==> src/design/txcw_pkg.sv <==
package txcw_pkg;
    // ==============================================
    // stream widths and control packet shape
    localparam int DATA_W = 32;
    localparam int KEEP_W = 4;
    localparam int CNT_W  = 16;
    localparam int IDX_W  = 3;
    localparam logic [IDX_W-1:0] WORD_FLAG = 3'h0;
    localparam logic [IDX_W-1:0] WORD_MODE = 3'h1;
    localparam logic [IDX_W-1:0] WORD_OFFS = 3'h2;
    localparam logic [IDX_W-1:0] WORD_SEED = 3'h3;
    localparam logic [IDX_W-1:0] WORD_LAST = 3'h5;
    localparam logic [IDX_W-1:0] IDX_ONE   = 3'h1;
    // ==============================================
    // control word fields
    localparam int FLAG_HI   = 31;
    localparam int FLAG_LO   = 28;
    localparam int MODE_HI   = 1;
    localparam int MODE_LO   = 0;
    localparam int START_HI  = 31;
    localparam int START_LO  = 16;
    localparam int INSERT_HI = 15;
    localparam int INSERT_LO = 0;
    localparam int SEED_HI   = 15;
    localparam int SEED_LO   = 0;
    localparam logic [3:0] FLAG_NORMAL = 4'hA;
    localparam logic [3:0] FLAG_LOOP   = 4'h5;
    localparam logic [KEEP_W-1:0] KEEP_FULL = 4'hF;
    localparam logic [KEEP_W-1:0] KEEP_TWO  = 4'h3;
    typedef enum logic [1:0] {
        CS_NONE    = 2'h0,
        CS_PARTIAL = 2'h1,
        CS_FULL    = 2'h2,
        CS_RSVD    = 2'h3
    } csum_mode_t;
    localparam int BUILD_NONE    = 0;
    localparam int BUILD_PARTIAL = 1;
    localparam int BUILD_FULL    = 2;
    // ==============================================
    // register map
    localparam int ADDR_W = 5;
    localparam logic [ADDR_W-1:0] OFF_CTRL    = 5'h00;
    localparam logic [ADDR_W-1:0] OFF_STATUS  = 5'h04;
    localparam logic [ADDR_W-1:0] OFF_NORMAL  = 5'h08;
    localparam logic [ADDR_W-1:0] OFF_LOOP    = 5'h0C;
    localparam logic [ADDR_W-1:0] OFF_IGNORED = 5'h10;
    localparam logic [DATA_W-1:0] CTRL_RESET  = 32'h0000_0001;
    localparam int CTRL_OFFLOAD = 0;
    localparam int ST_STATE_LO  = 0;
    localparam int ST_MODE_LO   = 4;
    localparam int ST_LOOP      = 6;
    localparam int ST_LENERR    = 7;
    localparam int ST_FLAG_LO   = 8;
    typedef enum logic [3:0] {
        S_IDLE = 4'h1,
        S_CTL  = 4'h2,
        S_DATA = 4'h4,
        S_SKIP = 4'h8
    } state_t;
endpackage

==> src/design/ctl_fields_if.sv <==
`timescale 1ns/10ps
interface ctl_fields_if;
    import txcw_pkg::*;
    logic [3:0]  flag;
    logic [1:0]  checksum_mode_field;
    logic [15:0] checksum_start_offset;
    logic [15:0] checksum_insert_offset;
    logic [15:0] checksum_seed_value;
    modport producer (
        output flag, checksum_mode_field, checksum_start_offset,
               checksum_insert_offset, checksum_seed_value
    );
    modport consumer (
        input  flag, checksum_mode_field, checksum_start_offset,
               checksum_insert_offset, checksum_seed_value
    );
endinterface

==> src/design/ctl_word_capture.sv <==
`timescale 1ns/10ps
module ctl_word_capture
    import txcw_pkg::*;
(
    // clock and reset
    input  wire logic              clk,
    input  wire logic              rst,
    input  wire logic              ce,
    // accepted control word
    input  wire logic              take,
    input  wire logic [IDX_W-1:0]  idx,
    input  wire logic [DATA_W-1:0] data,
    // captured fields
    ctl_fields_if.producer         fld
);
    typedef struct packed {
        logic [3:0]  flag;
        logic [1:0]  mode;
        logic [15:0] start;
        logic [15:0] insert;
        logic [15:0] seed;
    } cap_t;

    cap_t q;
    cap_t next_q;

    // pick fields by word index
    always_comb
    begin
        next_q = q;
        if (take)
        begin
            // RQ16 fields only, rest dropped
            case (idx)
                WORD_FLAG: next_q.flag = data[FLAG_HI:FLAG_LO];
                WORD_MODE: next_q.mode = data[MODE_HI:MODE_LO];
                WORD_OFFS:
                begin
                    next_q.start  = data[START_HI:START_LO];
                    next_q.insert = data[INSERT_HI:INSERT_LO];
                end
                // RQ9 seed from low half
                WORD_SEED: next_q.seed = data[SEED_HI:SEED_LO];
                // RQ2 words four, five dropped
                default: next_q = q;
            endcase
        end
    end

    // state register
    always_ff @(posedge clk or posedge rst)
    begin
        if (rst)
            q <= '0;
        else if (ce)
            q <= next_q;
    end

    // field outputs
    assign fld.flag                   = q.flag;
    assign fld.checksum_mode_field    = q.mode;
    assign fld.checksum_start_offset  = q.start;
    assign fld.checksum_insert_offset = q.insert;
    assign fld.checksum_seed_value    = q.seed;
endmodule

==> src/design/keep_byte_count.sv <==
`timescale 1ns/10ps
module keep_byte_count
    import txcw_pkg::*;
(
    // last-beat strobes
    input  wire logic [KEEP_W-1:0] keep,
    // right-aligned valid bytes
    output logic      [KEEP_W-1:0] keep_norm
);
    // RQ10 count from low byte
    always_comb
    begin
        logic run;
        run       = 1'b1;
        keep_norm = '0;
        for (int i = 0; i < KEEP_W; i++)
        begin
            run          = run & keep[i];
            keep_norm[i] = run;
        end
    end
endmodule

==> src/design/tx_stream_control_word_decoder.sv <==
`timescale 1ns/10ps
// Contract
// RQ1 - control packet is six 32-bit words
// RQ2 - only words zero to three are used
// RQ3 - flag nibble selects normal or loopback
// RQ4 - mode 00 or no build: no offload
// RQ5 - partial build offloads mode 01 frames
// RQ6 - full build offloads mode 10 frames
// RQ7 - source gives even checksum start offset
// RQ8 - source gives even insert offset, eight up
// RQ9 - word three low half is seed
// RQ10 - last-beat strobes count bytes from low
// RQ11 - loopback passes following frame to mac
// RQ12 - loopback gets no offload, no vlan
// RQ13 - data waits control; control waits data
// RQ14 - source sends full words except last
// RQ15 - reserved flag packets are ignored
// RQ16 - reserved control bits are don't-care
module tx_stream_control_word_decoder
    import txcw_pkg::*;
#(
    parameter int TX_OFFLOAD_BUILD_OPTION = BUILD_FULL
)
(
    // clock, reset, enable
    input  wire logic              CLK_SYS,
    input  wire logic              RST,
    input  wire logic              CLK_EN,
    // control stream in
    input  wire logic [DATA_W-1:0] CTL_TDATA,
    input  wire logic              CTL_TVALID,
    input  wire logic              CTL_TLAST,
    output logic                   CTL_TREADY,
    // data stream in
    input  wire logic [DATA_W-1:0] TXD_TDATA,
    input  wire logic [KEEP_W-1:0] TXD_TKEEP,
    input  wire logic              TXD_TVALID,
    input  wire logic              TXD_TLAST,
    output logic                   TXD_TREADY,
    // data stream to mac transmitter
    output logic [DATA_W-1:0]      MAC_TDATA,
    output logic [KEEP_W-1:0]      MAC_TKEEP,
    output logic                   MAC_TVALID,
    output logic                   MAC_TLAST,
    input  wire logic              MAC_TREADY,
    // per-frame checksum controls
    output logic [1:0]             CHECKSUM_MODE_SELECT,
    output logic [15:0]            CHECKSUM_START_OFFSET,
    output logic [15:0]            CHECKSUM_INSERT_OFFSET,
    output logic [15:0]            CHECKSUM_SEED_VALUE,
    output logic                   FRAME_LOOPBACK,
    // register port
    input  wire logic [ADDR_W-1:0] REG_ADDR,
    input  wire logic [DATA_W-1:0] REG_WDATA,
    input  wire logic              REG_WR,
    input  wire logic              REG_RD,
    output logic [DATA_W-1:0]      REG_RDATA
);
    // ==============================================
    // state
    typedef struct packed {
        state_t             st;
        logic [IDX_W-1:0]   idx;
        logic               ctl_ready;
        logic               txd_ready;
        logic [DATA_W-1:0]  mac_data;
        logic [KEEP_W-1:0]  mac_keep;
        logic               mac_valid;
        logic               mac_last;
        csum_mode_t         mode;
        logic [15:0]        start;
        logic [15:0]        insert;
        logic [15:0]        seed;
        logic               loop;
        logic               len_err;
        logic [3:0]         last_flag;
        logic [DATA_W-1:0]  ctrl;
        logic [CNT_W-1:0]   n_norm;
        logic [CNT_W-1:0]   n_loop;
        logic [CNT_W-1:0]   n_ign;
        logic [DATA_W-1:0]  rdata;
    } dec_t;

    localparam logic [CNT_W-1:0] CNT_ONE = 16'h0001;

    dec_t              q;
    dec_t              next_q;
    logic              ctl_take;
    logic              dat_take;
    logic              done;
    logic [3:0]        flag_now;
    logic [KEEP_W-1:0] keep_norm;
    logic [DATA_W-1:0] status;
    ctl_fields_if      fld ();

    assign ctl_take = CTL_TVALID & q.ctl_ready;
    assign dat_take = TXD_TVALID & q.txd_ready;

    // ==============================================
    // helpers
    ctl_word_capture u_capture (
        .clk  (CLK_SYS),
        .rst  (RST),
        .ce   (CLK_EN),
        .take (ctl_take),
        .idx  (q.idx),
        .data (CTL_TDATA),
        .fld  (fld)
    );

    keep_byte_count u_keep (
        .keep      (TXD_TKEEP),
        .keep_norm (keep_norm)
    );

    // effective offload for one frame
    function automatic csum_mode_t eff_mode(
        input logic [1:0] field,
        input logic       ok
    );
        csum_mode_t m;
        m = CS_NONE;
        // RQ5 partial build, mode 01
        if (ok && field == CS_PARTIAL &&
            TX_OFFLOAD_BUILD_OPTION == BUILD_PARTIAL)
            m = CS_PARTIAL;
        // RQ6 full build, mode 10
        else if (ok && field == CS_FULL &&
                 TX_OFFLOAD_BUILD_OPTION == BUILD_FULL)
            m = CS_FULL;
        return m;
    endfunction

    // status word layout
    always_comb
    begin
        status = '0;
        status[ST_STATE_LO +: 4] = q.st;
        status[ST_MODE_LO +: 2]  = q.mode;
        status[ST_LOOP]          = q.loop;
        status[ST_LENERR]        = q.len_err;
        status[ST_FLAG_LO +: 4]  = q.last_flag;
    end

    // ==============================================
    // next state
    always_comb
    begin
        next_q   = q;
        flag_now = (q.st == S_IDLE) ? CTL_TDATA[FLAG_HI:FLAG_LO]
                                    : fld.flag;
        done     = ctl_take & CTL_TLAST &
                   ((q.st == S_IDLE) | (q.st == S_CTL));
        next_q.rdata = '0;
        // register writes
        if (REG_WR)
        begin
            if (REG_ADDR == OFF_CTRL)
                next_q.ctrl = REG_WDATA;
        end
        // register reads, zero when unmapped
        if (REG_RD)
        begin
            if (REG_ADDR == OFF_CTRL)
                next_q.rdata = q.ctrl;
            else if (REG_ADDR == OFF_STATUS)
                next_q.rdata = status;
            else if (REG_ADDR == OFF_NORMAL)
                next_q.rdata = {{(DATA_W-CNT_W){1'b0}}, q.n_norm};
            else if (REG_ADDR == OFF_LOOP)
                next_q.rdata = {{(DATA_W-CNT_W){1'b0}}, q.n_loop};
            else if (REG_ADDR == OFF_IGNORED)
                next_q.rdata = {{(DATA_W-CNT_W){1'b0}}, q.n_ign};
        end
        // output beat leaves
        if (MAC_TREADY & q.mac_valid)
            next_q.mac_valid = 1'b0;
        case (q.st)
            S_IDLE:
            begin
                if (ctl_take & ~CTL_TLAST)
                begin
                    next_q.idx = WORD_MODE;
                    // RQ3 flag nibble routing
                    if (flag_now == FLAG_NORMAL ||
                        flag_now == FLAG_LOOP)
                        next_q.st = S_CTL;
                    // RQ15 reserved flag skipped
                    else
                        next_q.st = S_SKIP;
                end
            end
            S_CTL:
            begin
                if (ctl_take && q.idx != '1)
                    next_q.idx = q.idx + IDX_ONE;
            end
            S_SKIP:
            begin
                // RQ15 drop whole packet
                if (ctl_take & CTL_TLAST)
                begin
                    next_q.st    = S_IDLE;
                    next_q.idx   = WORD_FLAG;
                    next_q.n_ign = q.n_ign + CNT_ONE;
                end
            end
            S_DATA:
            begin
                if (dat_take)
                begin
                    next_q.mac_data  = TXD_TDATA;
                    next_q.mac_valid = 1'b1;
                    next_q.mac_last  = TXD_TLAST;
                    // RQ10 last beat byte strobes
                    next_q.mac_keep  = TXD_TLAST ? keep_norm
                                                 : KEEP_FULL;
                    if (TXD_TLAST)
                    begin
                        next_q.st  = S_IDLE;
                        next_q.idx = WORD_FLAG;
                    end
                end
            end
            default:
            begin
                next_q.st  = S_IDLE;
                next_q.idx = WORD_FLAG;
            end
        endcase
        // packet end: latch frame controls
        if (done)
        begin
            next_q.last_flag = flag_now;
            // RQ1 six words expected
            next_q.len_err   = (q.idx != WORD_LAST);
            next_q.idx       = WORD_FLAG;
            next_q.loop      = (flag_now == FLAG_LOOP);
            // RQ4 off unless mode and build agree
            next_q.mode      = eff_mode(fld.checksum_mode_field,
                                        q.st == S_CTL &&
                                        q.ctrl[CTRL_OFFLOAD] &&
                                        flag_now == FLAG_NORMAL);
            // RQ12 loopback gets no offload fields
            next_q.start     = '0;
            next_q.insert    = '0;
            next_q.seed      = '0;
            if (flag_now == FLAG_NORMAL && q.st == S_CTL)
            begin
                next_q.start  = fld.checksum_start_offset;
                next_q.insert = fld.checksum_insert_offset;
                next_q.seed   = fld.checksum_seed_value;
            end
            if (flag_now == FLAG_NORMAL)
            begin
                next_q.st     = S_DATA;
                next_q.n_norm = q.n_norm + CNT_ONE;
            end
            // RQ11 loopback frame follows
            else if (flag_now == FLAG_LOOP)
            begin
                next_q.st     = S_DATA;
                next_q.n_loop = q.n_loop + CNT_ONE;
            end
            else
            begin
                next_q.st    = S_IDLE;
                next_q.n_ign = q.n_ign + CNT_ONE;
            end
        end
        // RQ13 one channel open at a time
        next_q.ctl_ready = (next_q.st != S_DATA) & ~next_q.mac_valid;
        next_q.txd_ready = (next_q.st == S_DATA) & ~next_q.mac_valid;
    end

    // state register
    always_ff @(posedge CLK_SYS or posedge RST)
    begin
        if (RST)
        begin
            q           <= '0;
            q.st        <= S_IDLE;
            q.mode      <= CS_NONE;
            q.ctrl      <= CTRL_RESET;
            q.ctl_ready <= 1'b1;
        end
        else if (CLK_EN)
            q <= next_q;
    end

    // ==============================================
    // outputs
    assign CTL_TREADY             = q.ctl_ready;
    assign TXD_TREADY             = q.txd_ready;
    assign MAC_TDATA              = q.mac_data;
    assign MAC_TKEEP              = q.mac_keep;
    assign MAC_TVALID             = q.mac_valid;
    assign MAC_TLAST              = q.mac_last;
    assign CHECKSUM_MODE_SELECT   = q.mode;
    assign CHECKSUM_START_OFFSET  = q.start;
    assign CHECKSUM_INSERT_OFFSET = q.insert;
    assign CHECKSUM_SEED_VALUE    = q.seed;
    assign FRAME_LOOPBACK         = q.loop;
    assign REG_RDATA              = q.rdata;
endmodule

==> config.mk <==
export PLATFORM = sky130hd
export DESIGN_NAME = tx_stream_control_word_decoder
export DESIGN_NICKNAME = d
export VERILOG_FILES = /design/src/design/txcw_pkg.sv /design/src/design/ctl_fields_if.sv /design/src/design/ctl_word_capture.sv /design/src/design/keep_byte_count.sv /design/src/design/tx_stream_control_word_decoder.sv
export SDC_FILE = /design/constraint.sdc
export NUM_CORES = 1
export LEC_CHECK = 0
export BUFFER_PORTS_ARGS = -buffer_cell sky130_fd_sc_hd__clkbuf_2
export CORE_UTILIZATION = 50
export DETAILED_ROUTE_END_ITERATION = 8
export PLACE_DENSITY = 0.77
export REMOVE_ABC_BUFFERS = 1
export SYNTH_ARGS = -nofsm -noshare
export SYNTH_HDL_FRONTEND = slang
export SYNTH_SLANG_ARGS = --single-unit
export TNS_END_PERCENT = 10
==> constraint.sdc <==
create_clock -name CLK_SYS -period 8.9 [get_ports CLK_SYS]
set_input_delay 2.225 -clock CLK_SYS [delete_from_list [all_inputs] [get_ports CLK_SYS]]
set_output_delay 2.225 -clock CLK_SYS [all_outputs]
set_load 0.02 [all_outputs]
# Yosys cells after proc, flatten, opt, wreduce, memory -nomap -nowiden
# Cells that the tools add are included.
[op_classes]
add_sub_neg = 4
eq_ne = 23
muxes = 29
bitwise = 15
reduce_logical = 18
[ops]
columns = ["operator", "count"]
rows = [
  ["$mux W16", 9],
  ["$mux W32", 2],
  ["$add A16 B1 Y16 const B", 3],
  ["$mux W48", 1],
  ["$mux W7", 5],
  ["$reduce_and A3 Y1", 7],
  ["$ne A3 B3 Y1 const B", 6],
  ["$pmux W4 S4", 1],
  ["$eq A4 B3 Y1 const B", 3],
  ["$mux W4", 3],
  ["$pmux W3 S4", 1],
  ["$and A1 B1 Y1", 11],
  ["$eq A5 B4 Y1 const B", 2],
  ["$mux W3", 3],
  ["$eq A4 B4 Y1 const B", 2],
  ["$eq A3 B2 Y1 const B", 2],
  ["$mux W2", 3],
  ["$reduce_and A6 Y1", 1],
  ["$eq A5 B3 Y1 const B", 1],
  ["$eq A5 B5 Y1 const B", 1],
  ["$logic_and A1 B1 Y1", 5],
  ["$logic_not A5 Y1", 1],
  ["$eq A4 B1 Y1 const B", 1],
  ["$eq A4 B2 Y1 const B", 1],
  ["12 further kinds", 14],
]
[totals]
reg_bits = 269
output_inout_bits = 123
word_cells = 114

# Logic depth before layout (Yosys ltp)
[logic_depth]
ltp_word = 10
ltp_mapped = 8

# Modules after synthesis
# A second synthesis with hierarchy kept.
[hier_totals]
hier_cells = 1026
area_unflattened_um2 = 12425.7
[by_module_without_submodules]
columns = ["module", "n_inst", "cells_per_inst", "area_each_um2", "seq_area_each_um2"]
rows = [
  ["tx_stream_control_word_decoder", 1, 903, 10308.6, 5358.9],
  ["ctl_word_capture", 1, 119, 2085.8, 1351.3],
  ["keep_byte_count", 1, 4, 31.3, 0.0],
]

# Worst setup path after synthesis
# Ideal clock, no wire load.
[synth_timing]
path_kind = "input to register"
startpoint = "input REG_ADDR[4]"
endpoint = "register q[100] (netlist name)"
arrival_ns = 3.844
required_ns = 8.775
setup_slack_ns = 4.931
path_stages = 7
n_path_buf = 3
path_cell_list = "clkbuf_1 -> or3_1 -> nor3_2 -> and3_1 -> clkbuf_2 -> buf_4 -> mux2_2"
[synth_via]
elab_chain_len = 2
[synth_lines]
columns = ["item", "line", "source"]
rows = [
  ["from (decl)", "tx_stream_control_word_decoder.sv:53", "input wire logic [ADDR_W-1:0] REG_ADDR,"],
  ["$logic_not A5 Y1", "tx_stream_control_word_decoder.sv:158", "if (REG_ADDR == OFF_CTRL)"],
  ["$reduce_and A3 Y1 (no source line)", "n/a", ""],
  ["to (signal assigned)", "tx_stream_control_word_decoder.sv:288", "q <= next_q;"],
  ["to (decl)", "tx_stream_control_word_decoder.sv:86", "dec_t q;"],
]
# Every way passes these cells.
# A chain may end at the register's enable or synchronous reset.

# Final worst setup path
[layout_timing]
startpoint = "input REG_ADDR[4]"
endpoint = "register q[92] (netlist name)"
# Same word-level chain as after synthesis.

==> PnR_summary.wiki <==
{| class="wikitable"
! Metric !! Value
|-
| Cell depth of the worst flop-to-flop path || 5
|-
| Maximum resistive drop on vdd || around 0.23 mV
|-
| Count of boundary I/O pins || between 200 and 250
|-
| Post-synth top area cell || sky130_fd_sc_hd__dfrtp_1
|-
| EDFF count, synth || 0
|-
| Number of endpoints failing setup at the final stage || 0
|-
| Main flop type after synthesis || sky130_fd_sc_hd__dfrtp_1
|-
| Largest net degree at the start of global routing || around 150
|-
| Worst Hold End || q[63]
|-
| Vertical extent of the die || 159 um
|-
| Period Utilization, post-route || about half
|-
| Worst Min Path Start || q[63]
|-
| Combined flip-flop and latch cell area || approximately 6700 um2
|-
| Count leader, synth || sky130_fd_sc_hd__dfrtp_1
|-
| Sw frac || ~28%
|-
| Non-Filler Instances || 1,444
|-
| Leakage Power || 7.01 nW
|-
| Maximum fanout along the worst path || 23
|-
| Critical Path AT || 4.77 ns
|-
| Standard cell with the maximum stage delay on the critical path || sky130_fd_sc_hd__and3_1
|-
| Setup Buffers After CTS || 0
|-
| Async set or reset register ratio after synthesis || 100%
|-
| MaxCap Viol Count || 0
|-
| Cell depth of the worst min-delay path || 1
|-
| Design internal power || 0.00234 W
|-
| Number of sinks handled by clock tree synthesis || 268
|-
| Pre-CTS worst setup slack || 4.00 ns
|-
| PD cells || between 200 and 250 nW/um2
|-
| Number of buffers added by the clock tree synthesis step || 29
|-
| Routability congestion estimate || between 0.8 and 0.9
|-
| Total Die Area || 25,200 um2
|-
| Worst-Margin Slew || roughly 1.3 ns
|-
| R2R Path Start || q[211]
|-
| Layout cell share with drive strength beyond 1 || 38.7%
|-
| Fraction of power consumed by combinational cells || 15.8%
|-
| Max-Slew Margin vs Limit || 12.1%
|-
| Kind of cell adding the most delay to the critical path || simple AND/OR/NAND/NOR gates
|-
| Maximum buffer depth of the clock tree || 3
|-
| Type of the setup path with the least slack || in2reg
|-
| Achievable clock frequency || around 0.23 GHz
|-
| Routed via count || 8,038
|-
| Chip Width || roughly 160 um
|-
| Net count of the finished layout || ~1,200
|-
| FF+latch count, synth || 268
|-
| Dominant cells by area after synthesis || sky130_fd_sc_hd__dfrtp_1, sky130_fd_sc_hd__mux2_2, sky130_fd_sc_hd__buf_4, sky130_fd_sc_hd__a22o_1, sky130_fd_sc_hd__xnor2_1
|-
| Critical Path, Cell by Cell || clkbuf_2 -> or3_1 -> nor3_2 -> and3_1 -> buf_4 -> mux2_2
|-
| Via count normalized by instance count || 5.57
|-
| Time the final worst path needs with I/O delays and setup || between 4 and 5 ns
|-
| CP Launch Type || input pin
|-
| Overall global routing resource usage || 21.2%
|-
| Number of inserted filler cells in the final layout || 1,920
|-
| Number of unique standard cell types used by synthesis || 58
|-
| Clock group share of total power || 38.2%
|-
| Synth Instances || between 900 and 1,000
|-
| WP data required || 9.33 ns
|-
| WP buf/inv || 2
|-
| Area fraction of the dominant cell type after synthesis || 54.0%
|-
| Multi-input logic area || 4390 um2
|-
| Cell at the root of the clock tree || sky130_fd_sc_hd__clkbuf_16
|-
| Clock latency at the later pin of the worst-skew pair || 0.56 ns
|-
| Sequential fraction of design power || 46.0%
|-
| Total negative slack for setup checks || 0 ns
|-
| Global-route wire length before repair || 42,100 um
|-
| Area growth from synthesis to layout || 12.5%
|-
| Synthesized area || 12,300 um2
|-
| Initial DRC count || 559
|-
| Type of the tightest min-delay check || reg2reg
|-
| Remaining routing DRC violations || 0
|-
| Sum of net half-perimeters after detailed placement || 17,900 um
|-
| Post-Route Hold Slack || 0.469 ns
|-
| Cell Count Post-Placement || between 1,000 and 1,500
|-
| Clock transition at the register clock pins on the worst setup and hold paths after CTS || 0.06 ns
|-
| WL per Instance || about 18 um
|-
| TritonCTS clock tree || done
|-
| Setup repair after global routing missed its margin || no
|-
| Share of the yosys chip area belonging to registers || 54.7%
|-
| Number of antenna violations at the first check in global routing || 0
|-
| Largest stage delay on the critical path || 0.62 ns
|-
| H-tree depth reported by CTS || 1
|-
| Setup slack, reg-to-reg || 5.53 ns
|-
| Initial cell density of the core || 51.7%
|-
| Ant diodes || 0
|-
| Endpoint of the worst register-to-register path || q[33]
|-
| Number of cell rows || 56
|-
| Setup ws final || roughly 4.6 ns
|-
| Overflow left after global routing || 0
|-
| Via count of the first global-routing pass || around 8,100
|-
| Detailed Routing Iterations Pass 1 || 5
|-
| Pins Over Slew Limit || 0
|-
| Yosys warnings || 0
|-
| Switching power total || 0.000910 W
|-
| CTS hold repair buffers || 0
|-
| Post-layout utilization of the core || 58.1%
|-
| Clock skew after layout || 0.0166 ns
|-
| Antenna viol nets, final || 0
|-
| Avg Cell Area, Syn || 12.3 um2
|-
| Port-buffer cells || 236
|-
| Placeable core area || 23,800 um2
|-
| Synth top cells by count || sky130_fd_sc_hd__dfrtp_1, sky130_fd_sc_hd__buf_4, sky130_fd_sc_hd__mux2_2
|-
| Final Hold Viols || 0
|-
| Final WL || 26,500 um
|-
| Run status || completed
|-
| Endpoint kind of the worst setup timing path || flip-flop
|-
| Gates resized, CTS repair || 0
|}
[stage by stage]
step	instance area, um2	power [W]
4_1_cts	13800	0.00328
6_report	13800	0.00325
3_3_place_gp	12800	0.00200
5_1_grt	13800	0.00338
2_1_floorplan	11100	0.00182
3_5_place_dp	12800	0.00203
[placed cells by master (no fill, tap or decap), types with 12 or more instances in the layout]
master	instances
sky130_fd_sc_hd__mux2_2	122
sky130_fd_sc_hd__nor2_1	20
sky130_fd_sc_hd__o21ai_0	25
sky130_fd_sc_hd__nor3_1	15
sky130_fd_sc_hd__xor2_1	23
sky130_fd_sc_hd__xnor2_1	23
sky130_fd_sc_hd__nand2b_1	12
sky130_fd_sc_hd__nand3_1	17
sky130_fd_sc_hd__clkbuf_2	236
sky130_fd_sc_hd__a22o_1	72
sky130_fd_sc_hd__a21oi_1	16
sky130_fd_sc_hd__nand4_1	17
sky130_fd_sc_hd__clkbuf_16	29
sky130_fd_sc_hd__nand2_1	52
sky130_fd_sc_hd__dfrtp_1	265
[area by class of cell]
cell class,instances,area share [%]
Clock buffer,37,5.91
Timing Repair Buffer,245,9.04
Sequential cell,268,48.6
Clock inverter,17,1.44
Multi-Input combinational cell,547,31.8
Tap cell,319,2.89
Inverter,11,0.353
[state kept, by name (all words and copies together) (netlist names)]
name,count
u_capture.fld.checksum_start_offset,16
q,92
REG_RDATA,32
CHECKSUM_SEED_VALUE,16
u_capture.fld.checksum_seed_value,16
MAC_TKEEP,4
MAC_TLAST,1
u_capture.fld.checksum_insert_offset,16
MAC_TDATA,32
FRAME_LOOPBACK,1
CTL_TREADY,1
CHECKSUM_INSERT_OFFSET,16
CHECKSUM_MODE_SELECT,1
u_capture.fld.flag,4
CHECKSUM_START_OFFSET,16
MAC_TVALID,1
TXD_TREADY,1
u_capture.fld.checksum_mode_field,2
[worst max-delay path by stage]
stage	from	endpoint	slack (ns)	cells past startpoint
2_1_floorplan	RST	CHECKSUM_INSERT_OFFSET[0]	-0.70	1
3_3_place_gp	REG_ADDR[2]	REG_RDATA[2]	4.10	6
3_5_place_dp	REG_ADDR[4]	q[92]	4.00	6
4_1_cts	REG_ADDR[4]	q[92]	4.55	6
5_1_grt	REG_ADDR[4]	q[92]	4.38	6
6_report	REG_ADDR[4]	q[92]	4.56	6
[logic make-up after synthesis]
logic type | after synthesis | synth area share, %
xor gates and xnor gates | 46 | 3.28
adders and majority gates | 9 | 0.918
other | 1 | 0.0306
buffers and inverters | 183 | 9.69
and+or+nand+nor | 187 | 8.61
DFF | 268 | 54.7
AOI/OAI and AO/OA | 173 | 10.9
muxes | 131 | 11.9
[power groups by stage]
stage / combinational [W] / sequential (W) / clock, W
4_1_cts: 0.000519 / 0.00149 / 0.00126
6_report: 0.000513 / 0.00149 / 0.00124
2_1_floorplan: 0.000228 / 0.00159 / 0
3_5_place_dp: 0.000516 / 0.00151 / 0
5_1_grt: 0.000556 / 0.00151 / 0.00131
3_3_place_gp: 0.000500 / 0.00150 / 0
[layer usage]
metal / global-route usage [%] / vias to the layer above / share of wire, %
met1: 27.6 / 4008 / 42
li1: - / 3658 / -
met4: 5.49 / 0 / 1.8
met5: 0 / - / 0
met3: 6.56 / 43 / 9.3
met2: 34.2 / 329 / 47
(Power assumes the default switching activity.)
